File: src/lcp_pkg.sv
// Package for the link configuration capability and power-up sequencer.
// Assumes a 200 MHz system clock; all times are turned into cycles here.
package lcp_pkg;

   // Clock rate and time bases
   localparam int unsigned CLK_MHZ = 200;
   localparam int unsigned CYC_PER_US = CLK_MHZ;
   localparam int unsigned CYC_PER_MS = CYC_PER_US * 1000;

   // Times as specified
   localparam int unsigned POR_MIN_MS = 2;
   localparam int unsigned POR_MAX_US = 6500;
   localparam int unsigned PERIPH_MAX_MS = 80;
   localparam int unsigned CAL_PERST_MIN_MS = 20;
   localparam int unsigned CAL_MIN_MS = 60;
   localparam int unsigned CAL_TYP_MS = 80;
   localparam int unsigned READY_MAX_MS = 120;
   localparam int unsigned TRAIN_MAX_MS = 20;
   localparam int unsigned L0_PERST_MAX_MS = 100;
   localparam int unsigned L0_POWER_MAX_MS = 200;

   // Cycle counts derived from the times (all above 4096, so top params)
   localparam int unsigned POR_MIN_CYC_D = POR_MIN_MS * CYC_PER_MS;
   localparam int unsigned POR_MAX_CYC_D = POR_MAX_US * CYC_PER_US;
   localparam int unsigned PERIPH_CYC_D = PERIPH_MAX_MS * CYC_PER_MS;
   localparam int unsigned CAL_PERST_CYC_D = CAL_PERST_MIN_MS * CYC_PER_MS;
   localparam int unsigned CAL_MIN_CYC_D = CAL_MIN_MS * CYC_PER_MS;
   localparam int unsigned CAL_TYP_CYC_D = CAL_TYP_MS * CYC_PER_MS;
   localparam int unsigned READY_CYC_D = READY_MAX_MS * CYC_PER_MS;
   localparam int unsigned TRAIN_CYC_D = TRAIN_MAX_MS * CYC_PER_MS;
   localparam int unsigned L0_PERST_CYC_D = L0_PERST_MAX_MS * CYC_PER_MS;
   localparam int unsigned L0_POWER_CYC_D = L0_POWER_MAX_MS * CYC_PER_MS;

   // Configuration-space byte offsets
   localparam logic [11:0] CAP_BASE_OFF = 12'hd00;
   localparam logic [11:0] CAP_LAST_OFF = 12'hd4c;
   localparam logic [11:0] EXT_CAP_HDR_OFF = 12'hd00;
   localparam logic [11:0] VND_CAP_HDR_OFF = 12'hd04;
   localparam logic [11:0] VND_SIG_OFF = 12'hd08;
   localparam logic [11:0] BOARD_ID_OFF = 12'hd1c;
   localparam logic [11:0] STATUS_OFF = 12'hd1e;

   // Header field values
   localparam logic [15:0] EXT_CAP_ID = 16'h000b;
   localparam logic [3:0] EXT_CAP_VER = 4'h1;
   localparam logic [3:0] VND_REV = 4'h0;
   localparam logic [11:0] VND_LEN = 12'h05c;
   localparam logic [15:0] BOARD_ID_RST = 16'h0000;

   // Status half-word field positions
   localparam int unsigned STAT_SHIFT = 8 * (STATUS_OFF - BOARD_ID_OFF);
   localparam int unsigned STAT_LIVE_BIT = 5;
   localparam int unsigned STAT_LOAD_BIT = 4;

   // Timing fault vector positions
   localparam int unsigned FLT_PERIPH = 0;
   localparam int unsigned FLT_READY = 1;
   localparam int unsigned FLT_CAL_PERST = 2;
   localparam int unsigned FLT_TRAIN = 3;
   localparam int unsigned FLT_L0_PERST = 4;
   localparam int unsigned FLT_L0_POWER = 5;
   localparam int unsigned FLT_W = 6;

   // Power-up sequencer states
   typedef enum logic [2:0] {
      ST_POR = 3'h0,
      ST_LOAD = 3'h1,
      ST_CAL = 3'h2,
      ST_WAIT_PERST = 3'h3,
      ST_TRAIN = 3'h4,
      ST_LINK_UP = 3'h5
   } lcp_state_t;

endpackage

File: src/lcp_sync2.sv
// Two-flop synchroniser for a group of independent level inputs.
// Assumes each bit is a slow level; multi-bit codes must be held stable.
`timescale 1ns/1ps
module lcp_sync2 #(
   parameter int unsigned WIDTH = 1
) (
   // Clock and reset
   input wire logic clk_sys,
   input wire logic reset_n,
   // Levels
   input wire logic [WIDTH-1:0] async_in,
   output logic [WIDTH-1:0] sync_out
);

   logic [WIDTH-1:0] meta_reg;

   // First stage feeds only the second stage
   always_ff @(posedge clk_sys) begin
      if (!reset_n) begin
         meta_reg <= '0;
         sync_out <= '0;
      end else begin
         meta_reg <= async_in;
         sync_out <= meta_reg;
      end
   end

endmodule

File: src/lcp_link_cap.sv
// Capability registers in configuration space plus power-up sequencing
// of the endpoint link. Assumes the config port is on clk_sys and all
// status pins come from other domains (synchronised here).
`timescale 1ns/1ps
module lcp_link_cap import lcp_pkg::*; #(
   parameter logic [11:0] NEXT_CAP_OFFSET = 12'h000,
   parameter logic [15:0] VENDOR_ID = 16'h5a5a,        // Arbitrary value
   parameter logic [31:0] VENDOR_SIGNATURE = 32'h5a5a0001, // Arbitrary value
   parameter logic [15:0] BOARD_ID = BOARD_ID_RST,
   parameter logic [2:0] QUAD_FAST_CODE = 3'h1,
   // Clock cycles per millisecond; a smaller value shortens every window alike
   parameter int unsigned CYCLES_PER_MS = CYC_PER_MS
) (
   // Clock and power-on reset
   input wire logic clk_sys,
   input wire logic reset_n,
   // Configuration read port
   input wire logic cfg_rd_req,
   input wire logic [11:0] cfg_addr,
   output logic cfg_rd_valid,
   output logic [31:0] cfg_rd_data,
   // Pins and control block status (asynchronous)
   input wire logic perst_n,
   input wire logic [2:0] boot_scheme_select,
   input wire logic periph_loaded,
   input wire logic xcvr_cal_done,
   input wire logic fabric_user_mode,
   input wire logic link_in_l0,
   input wire logic link_gen3,
   // Sequencing outputs
   output logic hard_reset_release,
   output logic xcvr_cal_active,
   output logic link_train_enable,
   output logic core_image_path,
   output logic app_traffic_enable,
   output logic link_load_enabled_flag,
   output logic fabric_live_flag,
   output logic [FLT_W-1:0] timing_fault
);

   // Whole state of the block
   typedef struct packed {
      lcp_state_t state;
      logic [31:0] phase_cnt;
      logic [31:0] up_cnt;
      logic [31:0] perst_cnt;
      logic perst_d;
      logic hard_rel;
      logic cal_act;
      logic load_en;
      logic live;
      logic train_en;
      logic img_path;
      logic app_en;
      logic [FLT_W-1:0] fault;
      logic rd_valid;
      logic [31:0] rd_data;
   } lcp_regs_t;

   lcp_regs_t q_reg;
   lcp_regs_t q_next;

   // All windows scale by one ratio, so their ordering can never be broken;
   // CYCLES_PER_MS must divide the clock rate evenly or SCALE rounds down and the windows run long
   localparam int unsigned SCALE = CYC_PER_MS / CYCLES_PER_MS;
   localparam int unsigned POR_MIN_CYC = POR_MIN_CYC_D / SCALE;
   localparam int unsigned POR_MAX_CYC = POR_MAX_CYC_D / SCALE;
   localparam int unsigned PERIPH_CYC = PERIPH_CYC_D / SCALE;
   localparam int unsigned CAL_PERST_CYC = CAL_PERST_CYC_D / SCALE;
   localparam int unsigned CAL_MIN_CYC = CAL_MIN_CYC_D / SCALE;
   localparam int unsigned CAL_TYP_CYC = CAL_TYP_CYC_D / SCALE;
   localparam int unsigned READY_CYC = READY_CYC_D / SCALE;
   localparam int unsigned TRAIN_CYC = TRAIN_CYC_D / SCALE;
   localparam int unsigned L0_PERST_CYC = L0_PERST_CYC_D / SCALE;
   localparam int unsigned L0_POWER_CYC = L0_POWER_CYC_D / SCALE;

   // Synchronised pin levels
   logic [8:0] pins_s;
   logic perst_s;
   logic [2:0] boot_s;
   logic periph_s;
   logic cal_done_s;
   logic live_s;
   logic l0_s;
   logic gen3_s;
   logic fast_sel;
   logic perst_rise;
   logic [15:0] status_hw;
   logic in_range;

   // All status inputs cross from foreign domains through two flops
   lcp_sync2 #(.WIDTH(9)) u_sync (
      .clk_sys(clk_sys),
      .reset_n(reset_n),
      .async_in({perst_n, boot_scheme_select, periph_loaded, xcvr_cal_done,
                 fabric_user_mode, link_in_l0, link_gen3}),
      .sync_out(pins_s)
   );

   // Unpack the synchronised group
   assign perst_s = pins_s[8];
   assign boot_s = pins_s[7:5];
   assign periph_s = pins_s[4];
   assign cal_done_s = pins_s[3];
   assign live_s = pins_s[2];
   assign l0_s = pins_s[1];
   assign gen3_s = pins_s[0];
   assign fast_sel = (boot_s == QUAD_FAST_CODE);
   assign perst_rise = perst_s && !q_reg.perst_d;
   assign in_range = (cfg_addr >= CAP_BASE_OFF) && (cfg_addr <= CAP_LAST_OFF);

   // Status half-word that shares the board identifier dword
   always_comb begin
      status_hw = 16'h0000;
      status_hw[STAT_LIVE_BIT] = q_reg.live;
      status_hw[STAT_LOAD_BIT] = q_reg.load_en;
   end

   // Next-state logic for sequencer, flags and read port
   always_comb begin
      q_next = q_reg;
      q_next.perst_d = perst_s;
      q_next.rd_valid = cfg_rd_req;
      // Saturating counters so a long-idle link never wraps into a false pass
      if (q_reg.up_cnt != 32'hffffffff) begin
         q_next.up_cnt = q_reg.up_cnt + 32'h1;
      end
      if (!perst_s) begin
         q_next.perst_cnt = 32'h0;
      end else if (q_reg.perst_cnt != 32'hffffffff) begin
         q_next.perst_cnt = q_reg.perst_cnt + 32'h1;
      end
      q_next.phase_cnt = q_reg.phase_cnt + 32'h1;
      case (q_reg.state)
         ST_POR: begin
            // Fast boot takes the shortest legal delay, else the longest
            if ((fast_sel && (q_reg.phase_cnt + 32'h1 >= POR_MIN_CYC)) ||
                (q_reg.phase_cnt + 32'h1 >= POR_MAX_CYC)) begin
               q_next.state = ST_LOAD;
               q_next.phase_cnt = 32'h0;
            end
         end
         ST_LOAD: begin
            // Reset controller waits on the image, never on the platform reset
            if (periph_s) begin
               q_next.hard_rel = 1'b1;
               q_next.load_en = 1'b1;
               q_next.cal_act = 1'b1;
               q_next.state = ST_CAL;
               q_next.phase_cnt = 32'h0;
            end
         end
         ST_CAL: begin
            // Window ends at the later of the floor and the calibrator's done, or at the typical time without done
            if ((q_reg.phase_cnt + 32'h1 >= CAL_MIN_CYC) &&
                (cal_done_s || (q_reg.phase_cnt + 32'h1 >= CAL_TYP_CYC))) begin
               q_next.cal_act = 1'b0;
               q_next.state = ST_WAIT_PERST;
               q_next.phase_cnt = 32'h0;
            end
         end
         ST_WAIT_PERST: begin
            if (perst_s) begin
               q_next.train_en = 1'b1;
               q_next.state = ST_TRAIN;
               q_next.phase_cnt = 32'h0;
            end
         end
         ST_TRAIN: begin
            if (!perst_s) begin
               q_next.train_en = 1'b0;
               q_next.state = ST_WAIT_PERST;
            end else if (l0_s) begin
               q_next.state = ST_LINK_UP;
            end
         end
         ST_LINK_UP: begin
            // A new platform reset retrains without reloading the periphery
            if (!perst_s) begin
               q_next.train_en = 1'b0;
               q_next.state = ST_WAIT_PERST;
            end else if (!l0_s) begin
               q_next.state = ST_TRAIN;
            end
         end
         default: begin
            q_next.state = ST_POR;
            q_next.phase_cnt = 32'h0;
         end
      endcase
      // Fabric live is meaningful only once the periphery is up
      q_next.live = live_s && q_reg.load_en;
      // Link moves core image before user mode, application traffic after
      q_next.img_path = q_reg.load_en && !q_reg.live && l0_s &&
                        (q_reg.state == ST_LINK_UP);
      q_next.app_en = q_reg.live && l0_s && (q_reg.state == ST_LINK_UP);
      // Sticky timing faults, cleared only by power-on reset
      if ((q_reg.up_cnt == PERIPH_CYC) &&
          ((q_reg.state == ST_POR) || (q_reg.state == ST_LOAD))) begin
         q_next.fault[FLT_PERIPH] = 1'b1;
      end
      if ((q_reg.up_cnt == READY_CYC) && (q_reg.state <= ST_CAL)) begin
         q_next.fault[FLT_READY] = 1'b1;
      end
      if (perst_rise && ((q_reg.state <= ST_LOAD) ||
          ((q_reg.state == ST_CAL) && (q_reg.phase_cnt < CAL_PERST_CYC)))) begin
         q_next.fault[FLT_CAL_PERST] = 1'b1;
      end
      if ((q_reg.perst_cnt == TRAIN_CYC) && !q_reg.train_en) begin
         q_next.fault[FLT_TRAIN] = 1'b1;
      end
      if ((q_reg.perst_cnt == L0_PERST_CYC) && !gen3_s &&
          (q_reg.state != ST_LINK_UP)) begin
         q_next.fault[FLT_L0_PERST] = 1'b1;
      end
      if ((q_reg.up_cnt == L0_POWER_CYC) && (q_reg.state != ST_LINK_UP)) begin
         q_next.fault[FLT_L0_POWER] = 1'b1;
      end
      // Read port; unmapped words and words outside the range read zero
      q_next.rd_data = 32'h0;
      if (cfg_rd_req && in_range) begin
         case (cfg_addr[11:2])
            EXT_CAP_HDR_OFF[11:2]:
               q_next.rd_data = {NEXT_CAP_OFFSET, EXT_CAP_VER, EXT_CAP_ID};
            VND_CAP_HDR_OFF[11:2]:
               q_next.rd_data = {VND_LEN, VND_REV, VENDOR_ID};
            VND_SIG_OFF[11:2]:
               q_next.rd_data = VENDOR_SIGNATURE;
            BOARD_ID_OFF[11:2]:
               q_next.rd_data = {status_hw, BOARD_ID};
            default:
               q_next.rd_data = 32'h0;
         endcase
      end
   end

   // Single state register; configuration writes do not reach it
   always_ff @(posedge clk_sys) begin
      if (!reset_n) begin
         q_reg <= '0;
         q_reg.state <= ST_POR;
      end else begin
         q_reg <= q_next;
      end
   end

   // Outputs straight from the state register
   assign cfg_rd_valid = q_reg.rd_valid;
   assign cfg_rd_data = q_reg.rd_data;
   assign hard_reset_release = q_reg.hard_rel;
   assign xcvr_cal_active = q_reg.cal_act;
   assign link_train_enable = q_reg.train_en;
   assign core_image_path = q_reg.img_path;
   assign app_traffic_enable = q_reg.app_en;
   assign link_load_enabled_flag = q_reg.load_en;
   assign fabric_live_flag = q_reg.live;
   assign timing_fault = q_reg.fault;

   // Hard reset never releases ahead of the image-loaded flag
   a_hard_rel_gate: assert property (@(posedge clk_sys) disable iff (!reset_n)
      hard_reset_release |-> link_load_enabled_flag)
      else $error("hard reset released before load flag");

   // Platform reset assertion does not re-arm the hard reset
   a_perst_no_reset: assert property (@(posedge clk_sys) disable iff (!reset_n)
      (hard_reset_release && $fell(perst_s)) |=> ##[0:3] hard_reset_release)
      else $error("platform reset dropped hard reset release");

   // Fast boot leaves the power-on delay inside its window
   a_por_window: assert property (@(posedge clk_sys) disable iff (!reset_n)
      (q_reg.state == ST_POR && q_next.state == ST_LOAD && fast_sel) |->
      (q_reg.phase_cnt + 32'h1 >= POR_MIN_CYC) &&
      (q_reg.phase_cnt + 32'h1 <= POR_MAX_CYC))
      else $error("power-on delay outside window");

   // Calibration window never shorter than its floor
   a_cal_min_len: assert property (@(posedge clk_sys) disable iff (!reset_n)
      $fell(xcvr_cal_active) |-> ($past(q_reg.phase_cnt) + 32'h1 >= CAL_MIN_CYC))
      else $error("calibration window too short");

   // Training enable follows platform reset release after calibration
   a_train_prompt: assert property (@(posedge clk_sys) disable iff (!reset_n)
      (q_reg.state == ST_WAIT_PERST && perst_s) |=> link_train_enable ##1
      (link_train_enable || !perst_s))
      else $error("training not enabled after reset release");

   // Late L0 after platform reset is flagged on Gen1 and Gen2
   a_l0_perst_late: assert property (@(posedge clk_sys) disable iff (!reset_n)
      (q_reg.perst_cnt == L0_PERST_CYC && !gen3_s && q_reg.state != ST_LINK_UP)
      |=> timing_fault[FLT_L0_PERST])
      else $error("late link not flagged");

   // Late L0 from power-on is flagged
   a_l0_power_late: assert property (@(posedge clk_sys) disable iff (!reset_n)
      (q_reg.up_cnt == L0_POWER_CYC && q_reg.state != ST_LINK_UP)
      |=> timing_fault[FLT_L0_POWER])
      else $error("late power-on link not flagged");

   // Load flag rises only on a loaded periphery
   a_load_flag_src: assert property (@(posedge clk_sys) disable iff (!reset_n)
      $rose(link_load_enabled_flag) |-> $past(periph_s) && $past(q_reg.state) == ST_LOAD)
      else $error("load flag without loaded image");

   // Every configuration read is answered one cycle later
   a_rd_answer: assert property (@(posedge clk_sys) disable iff (!reset_n)
      cfg_rd_req |=> cfg_rd_valid ##1 (cfg_rd_valid == $past(cfg_rd_req)))
      else $error("read not answered");

   // Capability header reads its fixed id and version
   a_cap_id_read: assert property (@(posedge clk_sys) disable iff (!reset_n)
      (cfg_rd_req && cfg_addr == EXT_CAP_HDR_OFF) |=>
      (cfg_rd_data[15:0] == EXT_CAP_ID) && (cfg_rd_data[19:16] == EXT_CAP_VER))
      else $error("capability header mismatch");

   // Status half-word shows the live and load flags
   a_status_flags: assert property (@(posedge clk_sys) disable iff (!reset_n)
      (cfg_rd_req && cfg_addr == BOARD_ID_OFF) |=>
      (cfg_rd_data[STAT_SHIFT + STAT_LIVE_BIT] == $past(fabric_live_flag)) &&
      (cfg_rd_data[STAT_SHIFT + STAT_LOAD_BIT] == $past(link_load_enabled_flag)))
      else $error("status flags mismatch");

   // Application traffic only in user mode
   a_app_user_mode: assert property (@(posedge clk_sys) disable iff (!reset_n)
      app_traffic_enable |-> $past(fabric_live_flag) && !core_image_path)
      else $error("application traffic outside user mode");

endmodule

File: config.mk
export PLATFORM = sky130hd
export DESIGN_NAME = lcp_link_cap
export DESIGN_NICKNAME = d
export VERILOG_FILES = /design/src/lcp_pkg.sv /design/src/lcp_sync2.sv /design/src/lcp_link_cap.sv
export SDC_FILE = /design/constraint.sdc
export NUM_CORES = 1
export LEC_CHECK = 0
export BUFFER_PORTS_ARGS = -buffer_cell sky130_fd_sc_hd__buf_2
export CAP_MARGIN = 20
export CORE_UTILIZATION = 54
export CTS_BUF_LIST = sky130_fd_sc_hd__clkbuf_4 sky130_fd_sc_hd__clkbuf_8 sky130_fd_sc_hd__clkbuf_16
export CTS_CLUSTER_SIZE = 20
export DETAILED_ROUTE_END_ITERATION = 6
export PLACE_DENSITY = 0.73
export SLEW_MARGIN = 20
export SYNTH_ARGS = -nofsm -noshare
export SYNTH_HDL_FRONTEND = slang
export SYNTH_HIERARCHICAL = 1
export SYNTH_SLANG_ARGS = --single-unit
export TNS_END_PERCENT = 5
File: constraint.sdc
create_clock -name clk_sys -period 3 [get_ports clk_sys]
set_input_delay 0 -clock clk_sys [delete_from_list [all_inputs] [get_ports clk_sys]]
set_output_delay 0 -clock clk_sys [all_outputs]
set_load 0.05 [all_outputs]
==> metrics.csv, run 1 <==
metric;value;unit
status;completed;
dr.pass1.iters;5;
syn2layout_area_growth;18.6;%
fill_cells;1033;
worstPathArrival;3270;ps
whs;6.00;ps
ys_ff_latch;139;
start_util;56.5;%
numPortBuffers;57;
syn_area_per_cell;8.71;um2
crit_family;simple AND/OR/NAND/NOR gates;
routedWlPerCell;16.0;um
path_class;flop to flop;
syn_area;7240;um2
grt_pass1_vias;5953;
fp.dieW;118;um
peakVddDrop;386;uV
globalRouteOverflowTotal;0;
grt_max_degree;40;
dp_hpwl;11.1;mm
leakage;3.21;nW
gp_congestion;0.952;
cp_data_required_time;3350;ps
yosysUniqueCellTypes;69;
largest_register_ffs;100;
min_period;2920;ps
rows;41;
fin_skew;8.87;ps
slowest_stage;dfxtp_1;
final_common_cell;dfxtp_1;
die_area;13900;um2
antenna_found_initial;1;
clockBufferDepth;2;
end_kind;flop;
yosysWarnings;6;
crit_fanout;8;
cts_sinks;139;
final_core_utilization;67.0;%
grt_use_total;24.9;%
die_h;118;um
grt_first_pass_wirelength;28.1;mm
core;12800;um2
htree_levels;4;
pin_count;70;
clock_latency;420;ps
final_cell_mix;126 x dfxtp_1, 67 x nor2_1, 57 x buf_2;
hold_violations;0;
power;4.09;mW
critPathBufInv;4;
slowest_delay;460;ps
max_cap_violations;0;
fmax;0.343;GHz
synth_cells;832;
drt.antenna.violating_nets;0;
tightest_slew;623;ps
synth_edf_count;0;
drive_gt1_share;22.8;%
fin_crit_sh;97.2;%
dp_cells;1029;
cts.clk_slew.worst_paths;60;ps
tritoncts;built;
layout.cells.non_filler;1088;
detail_route.vias_per_cell;5.80;
numCtsBuffers;17;
slew_headroom;58.3;%
root_buffer;clkbuf_16;
finalWirelength;17.5;mm
setup_tns;0;ps
powerDensity;477;nW/um2
nets;935;
dr_total_vias;6310;
drt_iter0_drc;555;
start_kind;flop;
hold_path.class;primary input to flop;
seq_area_frac_synth;38.4;%
cp_common_cell;buf_4;
synth-main-ff-cell;dfxtp_1;
slew_violations;0;
drc;0;
setup_viol;0;
async_reset_ff_share;0;%
crit_chain;nand4_1 -> buf_4 -> nor4_4 -> buf_4 -> nand2_1 -> xor2_1 -> and4b_1 -> nand4b_1 -> o41a_1 -> buf_4 -> clkbuf_16 -> a21oi_2;
-- path summary, 6_finish.rpt --
| path | startpoint | endpoint | slack (ps) | cells past startpoint |
|---|---|---|---|---|
| max | q_reg[125] | q_reg[114] | 80 | 12 |
| min | reset_n | q_reg[144] | 6 | 3 |
| max reg2reg | q_reg[125] | q_reg[114] | 80 | 12 |
| min reg2reg | u_sync/meta_reg[5] | u_sync/sync_out[5] | 440 | 1 |
-- synth_stat cells (all sizes together) (4+ instances only) --
| master | n | share of area, % |
|---|---|---|
| dfxtp | 139 | 38 |
| nor2 | 67 | 3.5 |
| nand3 | 56 | 3.9 |
| and2 | 53 | 4.8 |
| buf | 52 | 5.4 |
| xnor2 | 48 | 5.8 |
| nand2 | 47 | 2.4 |
| a21oi | 40 | 3.7 |
| xor2 | 38 | 4.6 |
| nand4 | 34 | 3.2 |
| clkbuf | 27 | 1.4 |
| nor3 | 25 | 1.7 |
| and3 | 22 | 1.9 |
| o21ai | 20 | 1.4 |
| nor4 | 16 | 1.7 |
| a21boi | 14 | 1.6 |
| inv | 11 | 0.57 |
| or3 | 11 | 0.95 |
| and4 | 10 | 1.2 |
| nor2b | 8 | 0.69 |
| nor4b | 8 | 0.97 |
| o21a | 8 | 0.83 |
| a211oi | 7 | 0.79 |
| ha | 6 | 1.0 |
| nand2b | 6 | 0.52 |
| a21o | 4 | 0.41 |
| nand3b | 4 | 0.41 |
| nand4b | 4 | 0.48 |
| or4 | 4 | 0.41 |
-- worst reg2reg max path, delay by kind of cell (launching register included) --
family | cells | cell delay, ps
and+or+nand+nor | 5 | 870
buffers and inverters | 4 | 720
AOI/OAI and AO/OA | 2 | 540
DFF | 1 | 460
xor gates and xnor gates | 1 | 250
-- final cells by class --
cell class                 count  area (um2)  area share (%)
tap                          172         215            2.51
sequential                   139        2800            32.6
multi-input combinational    612        4070            47.3
clock inverter                 6        90.1            1.05
antenna                        1        2.50          0.0291
inverter                      11        41.3           0.481
timing repair buffer         124         887            10.3
clock buffer                  23         483            5.62
-- repair_timing --
item	in CTS	in global routing
buffers inserted	0	6
hold endpoints to repair	18	0
hold buffers	21	0
setup endpoints to repair	0	33
gates resized for setup	0	33
-- report_power, final --
| group | internal (mW) | switching [mW] |
|---|---|---|
| Combinational | 0.0625 | 0.0922 |
| Sequential | 1.87 | 0.0152 |
| Clock | 1.29 | 0.767 |
-- per-layer routing --
layer,up-vias,global-route usage (%),wire [um]
li1,3033,-,-
met1,3039,30.1,7470
met2,192,42.1,8740
met3,46,6.30,742
met4,0,9.86,493
met5,-,0,0
-- cell families (layout without fill, tap and decap cells) --
kind of cell             Yosys count  after routing  synth area share (%)
multiplexers                       2              2                 0.311
buffers and inverters             90            164                  7.34
AND/OR/NAND/NOR                  386            386                  30.1
flip-flops                       139            139                  38.4
XOR/XNOR                          86             86                  10.4
adder cells (fa/ha/maj)            6              6                  1.04
other                              1             11                0.0518
AO/OA/AOI/OAI                    122            122                  12.4
-- stage by stage --
step                      setup WS, ps  instance area (um2)
after floorplan                    165                 7280
after global placement             150                 7600
after detailed placement          58.5                 7600
after CTS                         19.2                 8380
after global routing             -52.3                 8590
final                             84.5                 8590
Note: power is estimated with default switching activity, not from simulation.
==> inputs of run 2 (changes only) <==
Settings changed: CORE_UTILIZATION 54 to 60, PLACE_DENSITY 0.73 to 0.77, SYNTH_HIERARCHICAL 1 to default.
Clock period 3 ns to 2.7 ns, I/O delays scaled along.
==> run 2 against run 1 <==
  * Synthesized cell count up 1.2%
  * Largest power group unchanged
  * Critical path type unchanged
  * First-iteration DRC count up 0.90%
  * The flow now finishes with violations (negative setup slack)
  * Largest cell class unchanged
  * Global-route usage up 6.9 points
==> metrics.csv, run 2 <==
metric;value;unit;change
status;finished with violations;;
violations;negative setup slack;;
tritoncts;built;;
whs;145;ps;+139 ps
cp_data_required_time;3030;ps;-320 ps
grt_use_total;31.8;%;+6.9 points
fin_skew;9.81;ps;+0.943 ps
min_period;2910;ps;-7.92 ps
layout_setup_ws;-208;ps;-292 ps
clock_latency;430;ps;about the same
globalRouteOverflowTotal;0;;unchanged
drt_iter0_drc;560;;+0.90%
post_dp_cell_area;8020;um2;+5.6%
hold-path-cell-count;5;;+2
timing.rr.start;q_reg[111];;
ys_ff_latch;139;;unchanged
register_area;2810;um2;+0.36%
numCtsBuffers;17;;unchanged
start_kind;flop;;
htree_levels;4;;unchanged
slew_headroom;44.0;%;-14 points
leakage;3.62;nW;+13%
cp_common_cell;buf_4;;
hold_violations;0;;unchanged
worstHoldStart;cfg_addr[7];;
die_area;12600;um2;-9.4%
final_common_cell;dfxtp_1;;
synth_area_leader_cell;dfxtp_1;;
synth-main-ff-cell;dfxtp_1;;
largest_register_ffs;100;;unchanged
yosys.cell_count.top_type;dfxtp_1;;
drive_gt1_share;29.5;%;+6.7 points
dr.pass1.iters;5;;unchanged
tightest_slew;839;ps;+216 ps
fin_crit_sh;108;%;+11 points
core;11600;um2;-9.4%
fp.dieW;112;um;-4.8%
yosys.area.top_type_share;38.2;%;-0.17 points
setup_viol;33;;+33
synth_cells;842;;+1.2%
r2r_end;q_reg[122];;
rrSetupSlack;-210;ps;-290 ps
die_h;112;um;-4.8%
path_class;flop to flop;;
multi_input_area;4240;um2;+4.2%
pre_cts_slack;-210;ps;-269 ps
fmax;0.344;GHz;+0.27%
async_reset_ff_share;0;%;unchanged
end_kind;flop;;
fill_cells;663;;-36%
final_cell_mix;128 x dfxtp_1, 109 x nor2_1, 98 x buf_4;;
ys_top_cells_by_count;139 x dfxtp_1, 110 x nor2_1, 65 x nand2_1;;
pin_count;70;;unchanged
finalWirelength;22.0;mm;+26%
dp_hpwl;12.5;mm;+12%
final_cell_area;9350;um2;+8.9%
drt.antenna.violating_nets;0;;unchanged
seq_area_frac_synth;38.2;%;-0.17 points
worstPathArrival;3230;ps;-40 ps
reg2reg_depth;13;;+1
yosysWarnings;0;;-6
peakVddDrop;496;uV;+28%
n_antenna_cell;0;;-1
numPortBuffers;57;;unchanged
hold_path.class;primary input to flop;;
syn2layout_area_growth;28.5;%;
grt_max_degree;33;;-18%
slowest_delay;370;ps;-90 ps
rsz0062_at_grt;true;;
crit_family;compound AO/OA/AOI/OAI gates;;
yosysUniqueCellTypes;70;;+1.4%
slowest_stage;dfxtp_4;;
clockBufferDepth;2;;unchanged
dr_total_vias;6987;;+11%
cts.clk_slew.worst_paths;60;ps;about the same
holdPathEnd;cfg_rd_data[26];;
critPathBufInv;4;;unchanged
powerDensity;472;nW/um2;-1.0%
crit_chain;ha_4 -> and3_4 -> buf_4 -> a32oi_2 -> o22ai_2 -> buf_4 -> nor2_1 -> o2111ai_2 -> a31oi_4 -> o211ai_4 -> buf_12 -> clkbuf_16 -> a21oi_1;;
start_util;62.7;%;+6.2 points
yosys-top-cells-area;dfxtp_1 38%, xor2_1 6.3%, nor2_1 5.7%;;
nets;1009;;+7.9%
grt_first_pass_wirelength;31.9;mm;+14%
syn_area_per_cell;8.64;um2;-0.74%
syn_area;7280;um2;+0.45%
root_buffer;clkbuf_16;;
slew_violations;0;;unchanged
cts_sinks;139;;unchanged
drc;0;;unchanged
antenna_found_initial;0;;-1
gp_congestion;0.910;;-4.4%
max_cap_violations;0;;unchanged
grt_pass1_vias;6579;;+11%
crit_fanout;6;;-2
routedWlPerCell;19.4;um;+21%
synth_edf_count;0;;unchanged
detail_route.vias_per_cell;6.16;;+6.1%
rows;39;;-4.9%
## run 2: cell types whose count changed in the layout (fill, tap and decap cells not counted), sizes merged, moves of 8 or more
cell,change
and2,-20
a21boi,-13
nor4,+11
buf,+63
o21ai,-10
xnor2,-11
nor3,-10
xor2,+14
a21oi,-19
and3,-8
a211oi,+23
nand2,+19
nor2,+44
## run 2: layout make-up
type / instances / area share, %
multi-input combinational: 614 / 45.3
inverter: 15 / 0.602
clock buffer: 21 / 5.00
clock inverter: 11 / 0.763
tap: 143 / 1.91
sequential: 139 / 30.1
timing repair buffer: 192 / 16.3
## run 2: stage by stage
stage | util (%) | power [mW] | cells | TNS, ps
global placement | 69.1 | 2.28 | 1060 | -2530
global route | 80.5 | 4.51 | 1135 | -7250
floorplan | - | 2.25 | 851 | 0
CTS | 77.2 | 4.39 | 1118 | 0
finish | 80.5 | 4.41 | 1135 | -4810
detailed placement | 69.1 | 2.29 | 1060 | -4800
## run 2: logic make-up (layout without fill, tap and decap cells)
| group | Yosys count | in the layout | share of synthesized area, % |
|---|---|---|---|
| DFF | 139 | 139 | 38.2 |
| muxes | 6 | 6 | 0.843 |
| adders and majority gates | 6 | 6 | 1.03 |
| other | 1 | 10 | 0.0515 |
| and+or+nand+nor | 403 | 403 | 29.6 |
| xor gates and xnor gates | 89 | 89 | 10.7 |
| AOI/OAI and AO/OA | 100 | 100 | 11.3 |
| buffers and inverters | 98 | 239 | 8.22 |
## run 2: what timing repair did
action | 4_1_cts | 5_1_grt
setup buffers | 3 | 12
hold buffers | 23 | 0
gates resized for setup | 33 | 32
endpoints found under the hold margin | 20 | 0
gates cloned | 0 | 5
pin swaps | 11 | 12
setup endpoints to repair | 33 | 35
## run 2: power by group
group,internal [mW],switching [mW]
Clock,1.24,0.900
Combinational,0.0688,0.114
Sequential,2.07,0.0225
Total,3.37,1.04
## run 2: metal layers
layer  part of all wire (%)  GRT usage [%]
met3                    6.5           5.99
met2                     50           56.5
met5                      0              0
met4                    4.9           14.7
met1                     38           37.1
## run 2: worst min-delay path, stage by stage
cell     delay, ps
buf_2           80
nor2_1          60
nand3_1        140
nor3_1          70
and2_1         170
## run 2: worst max path at each step
| stage | startpoint | to | slack [ps] | depth (start not counted) |
|---|---|---|---|---|
| 2_1_floorplan | q_reg[111] | q_reg[117] | 40 | 11 |
| 3_3_place_gp | q_reg[114] | q_reg[115] | -120 | 11 |
| 3_5_place_dp | q_reg[114] | q_reg[135] | -210 | 11 |
| 4_1_cts | q_reg[111] | q_reg[135] | 8 | 11 |
| 5_1_grt | q_reg[111] | q_reg[133] | -280 | 13 |
| 6_report | q_reg[111] | q_reg[122] | -210 | 13 |
==> inputs of run 3 (changes only) <==
Settings changed: CORE_UTILIZATION 60 to 45, PLACE_DENSITY 0.77 to 0.59.
==> run 3 against run 2 <==
  * The flow still finishes with violations (negative setup slack)
  * Sequential power about the same
  * Clock skew increased by 2.2 ps
  * Clock power grew 17%
  * Hold slack worse by 15 ps
  * Total power rose by 8.1%
  * Critical path depth is 1 lower
  * Die area increased by 33%
  * Largest cell class unchanged
  * Sequential share of layout area decreased by 1.1 points
==> metrics.csv, run 3 (synthesis gave the netlist of run 2 again) <==
metric;value;unit;change
status;finished with violations;;
violations;negative setup slack;;
root_buffer;clkbuf_16;;
clock_latency;420;ps;about the same
worstPathArrival;3030;ps;-200 ps
start_util;46.0;%;-17 points
grt_max_degree;45;;+36%
slew_violations;0;;unchanged
leakage;3.78;nW;+4.5%
numCtsBuffers;17;;unchanged
final_common_cell;dfxtp_1;;
slowest_stage;or4b_4;;
power_frac_seq;43.9;%;-3.5 points
cts_sinks;139;;unchanged
final_cell_mix;127 x dfxtp_1, 110 x nor2_1, 110 x buf_4;;
path_class;flop to flop;;
drt_iter0_drc;358;;-36%
power;4.77;mW;+8.1%
multi_input_area;4270;um2;+0.83%
crit_chain;and4_4 -> nand4_4 -> buf_4 -> or4b_4 -> and2_4 -> o31ai_2 -> a31oi_1 -> buf_4 -> o211ai_4 -> buf_6 -> buf_12 -> a211oi_2;;
rows;46;;+18%
rsz0062_at_grt;true;;
grt_first_pass_wirelength;30.7;mm;-3.9%
drive_gt1_share;31.0;%;+1.5 points
tritoncts;built;;
p_clk_share;52.5;%;+4.1 points
routedWlPerCell;15.9;um;-18%
pin_count;70;;unchanged
power_frac_comb;3.7;%;-0.5 points
min_period;2750;ps;-159 ps
hold_path.class;primary input to flop;;
grt_pass1_vias;6313;;-4.0%
fin_skew;12.0;ps;+2.17 ps
nets;1024;;+1.5%
n_antenna_cell;0;;unchanged
finalWirelength;19.4;mm;-12%
slew_headroom;56.2;%;+12 points
slowest_delay;490;ps;+120 ps
layout_setup_ws;-49.0;ps;+159 ps
clockBufferDepth;2;;unchanged
numPortBuffers;57;;unchanged
start_kind;flop;;
fill_cells;1341;;+100%
dr.pass1.iters;5;;unchanged
max_cap_violations;0;;unchanged
largest_register_ffs;100;;unchanged
cp_common_cell;buf_4;;
fp.dieW;129;um;+15%
setup_viol;29;;-12%
crit_fanout;9;;+3
tightest_slew;652;ps;-187 ps
grt_use_total;23.4;%;-8.4 points
die_area;16700;um2;+33%
switchingPower;1.02;mW;-2.0%
layout.cells.non_filler;1222;;+7.7%
core;15800;um2;+36%
swShare;21.3;%;-2.2 points
powerDensity;492;nW/um2;+4.3%
internal-power;3.75;mW;+11%
gp_congestion;0.893;;-1.9%
register_area;2810;um2;-0.22%
dr_total_vias;6555;;-6.2%
antenna_found_initial;0;;unchanged
cts.clk_slew.worst_paths;60;ps;about the same
end_kind;flop;;
htree_levels;4;;unchanged
syn2layout_area_growth;33.2;%;
dp_cells;1138;;+7.4%
die_h;129;um;+15%
crit_family;simple AND/OR/NAND/NOR gates;;
peakVddDrop;515;uV;+3.9%
fmax;0.364;GHz;+5.8%
detail_route.vias_per_cell;5.36;;-13%
drt.antenna.violating_nets;0;;unchanged
fin_crit_sh;102;%;-5.9 points
globalRouteOverflowTotal;0;;unchanged
critPathBufInv;4;;unchanged
hold_violations;0;;unchanged
cp_data_required_time;2980;ps;-50 ps
dp_hpwl;12.9;mm;+3.5%
drc;0;;unchanged
==> run 3: cell count changes in the layout (fill, tap and decap cells not counted), sizes merged <==
cell	previous run	this run
clkbuf	25	23
clkinvlp	2	3
clkinv	8	3
bufinv	0	4
buf	165	181
==> run 3: per-layer routing <==
layer	GRT usage, %	part of all wire (%)	up-vias
li1	-	-	3220
met1	28.1	44	3185
met2	41.7	51	115
met3	4.54	2.8	35
met4	8.03	2.4	0
met5	0	0	-
==> run 3: worst register-to-register path, delay by kind of cell (launching register included) <==
family                 cells  cell delay, ps
buffers and inverters      4             630
and+or+nand+nor            4            1070
DFF                        1             330
AOI/OAI and AO/OA          4             590
==> run 3: metrics by stage <==
stage	TNS [ps]	utilization [%]	instance area, um2	hold WS [ps]	worst slack [ps]
after floorplan	0	-	7330	76.4	37.9
after global placement	-4480	51.4	8140	201	-162
after detailed placement	-7400	51.4	8140	208	-256
after CTS	-266	58.9	9330	56.2	-36.8
after global routing	-4080	61.2	9690	153	-147
final	-529	61.2	9690	130	-49.0
==> run 3: layout make-up <==
class	instances	area share [%]
inverters	15	0.581
well taps	216	2.79
repair buffers	207	17.1
multi-input cells	614	44.1
clock inverters	11	1.72
clock buffers	20	4.81
flip-flops and latches	139	29.0
==> run 3: what timing repair did <==
action / CTS / global route
hold buffers: 23 / 0
pin swaps: 23 / 24
gates resized for setup: 46 / 34
cloned: 2 / 4
buffers inserted: 10 / 14
endpoints found under the setup margin: 33 / 35
hold endpoints to repair: 24 / 0
==> run 3: worst paths after layout <==
path                 startpoint                 end  slack, ps  cells after the start
max                  q_reg[122]          q_reg[136]        -50                     12
min                 cfg_addr[7]     cfg_rd_data[26]        130                      5
max reg2reg          q_reg[122]          q_reg[136]        -50                     12
min reg2reg  u_sync.meta_reg[7]  u_sync.sync_out[7]        430                      1
==> run 3: power by group through the flow <==
stage	Sequential (mW)	Combinational (mW)	Clock, mW
floorplan	2.14	0.110	0
global placement	2.14	0.145	0
detailed placement	2.14	0.149	0
CTS	2.09	0.173	2.53
global route	2.09	0.190	2.63
finish	2.09	0.175	2.50
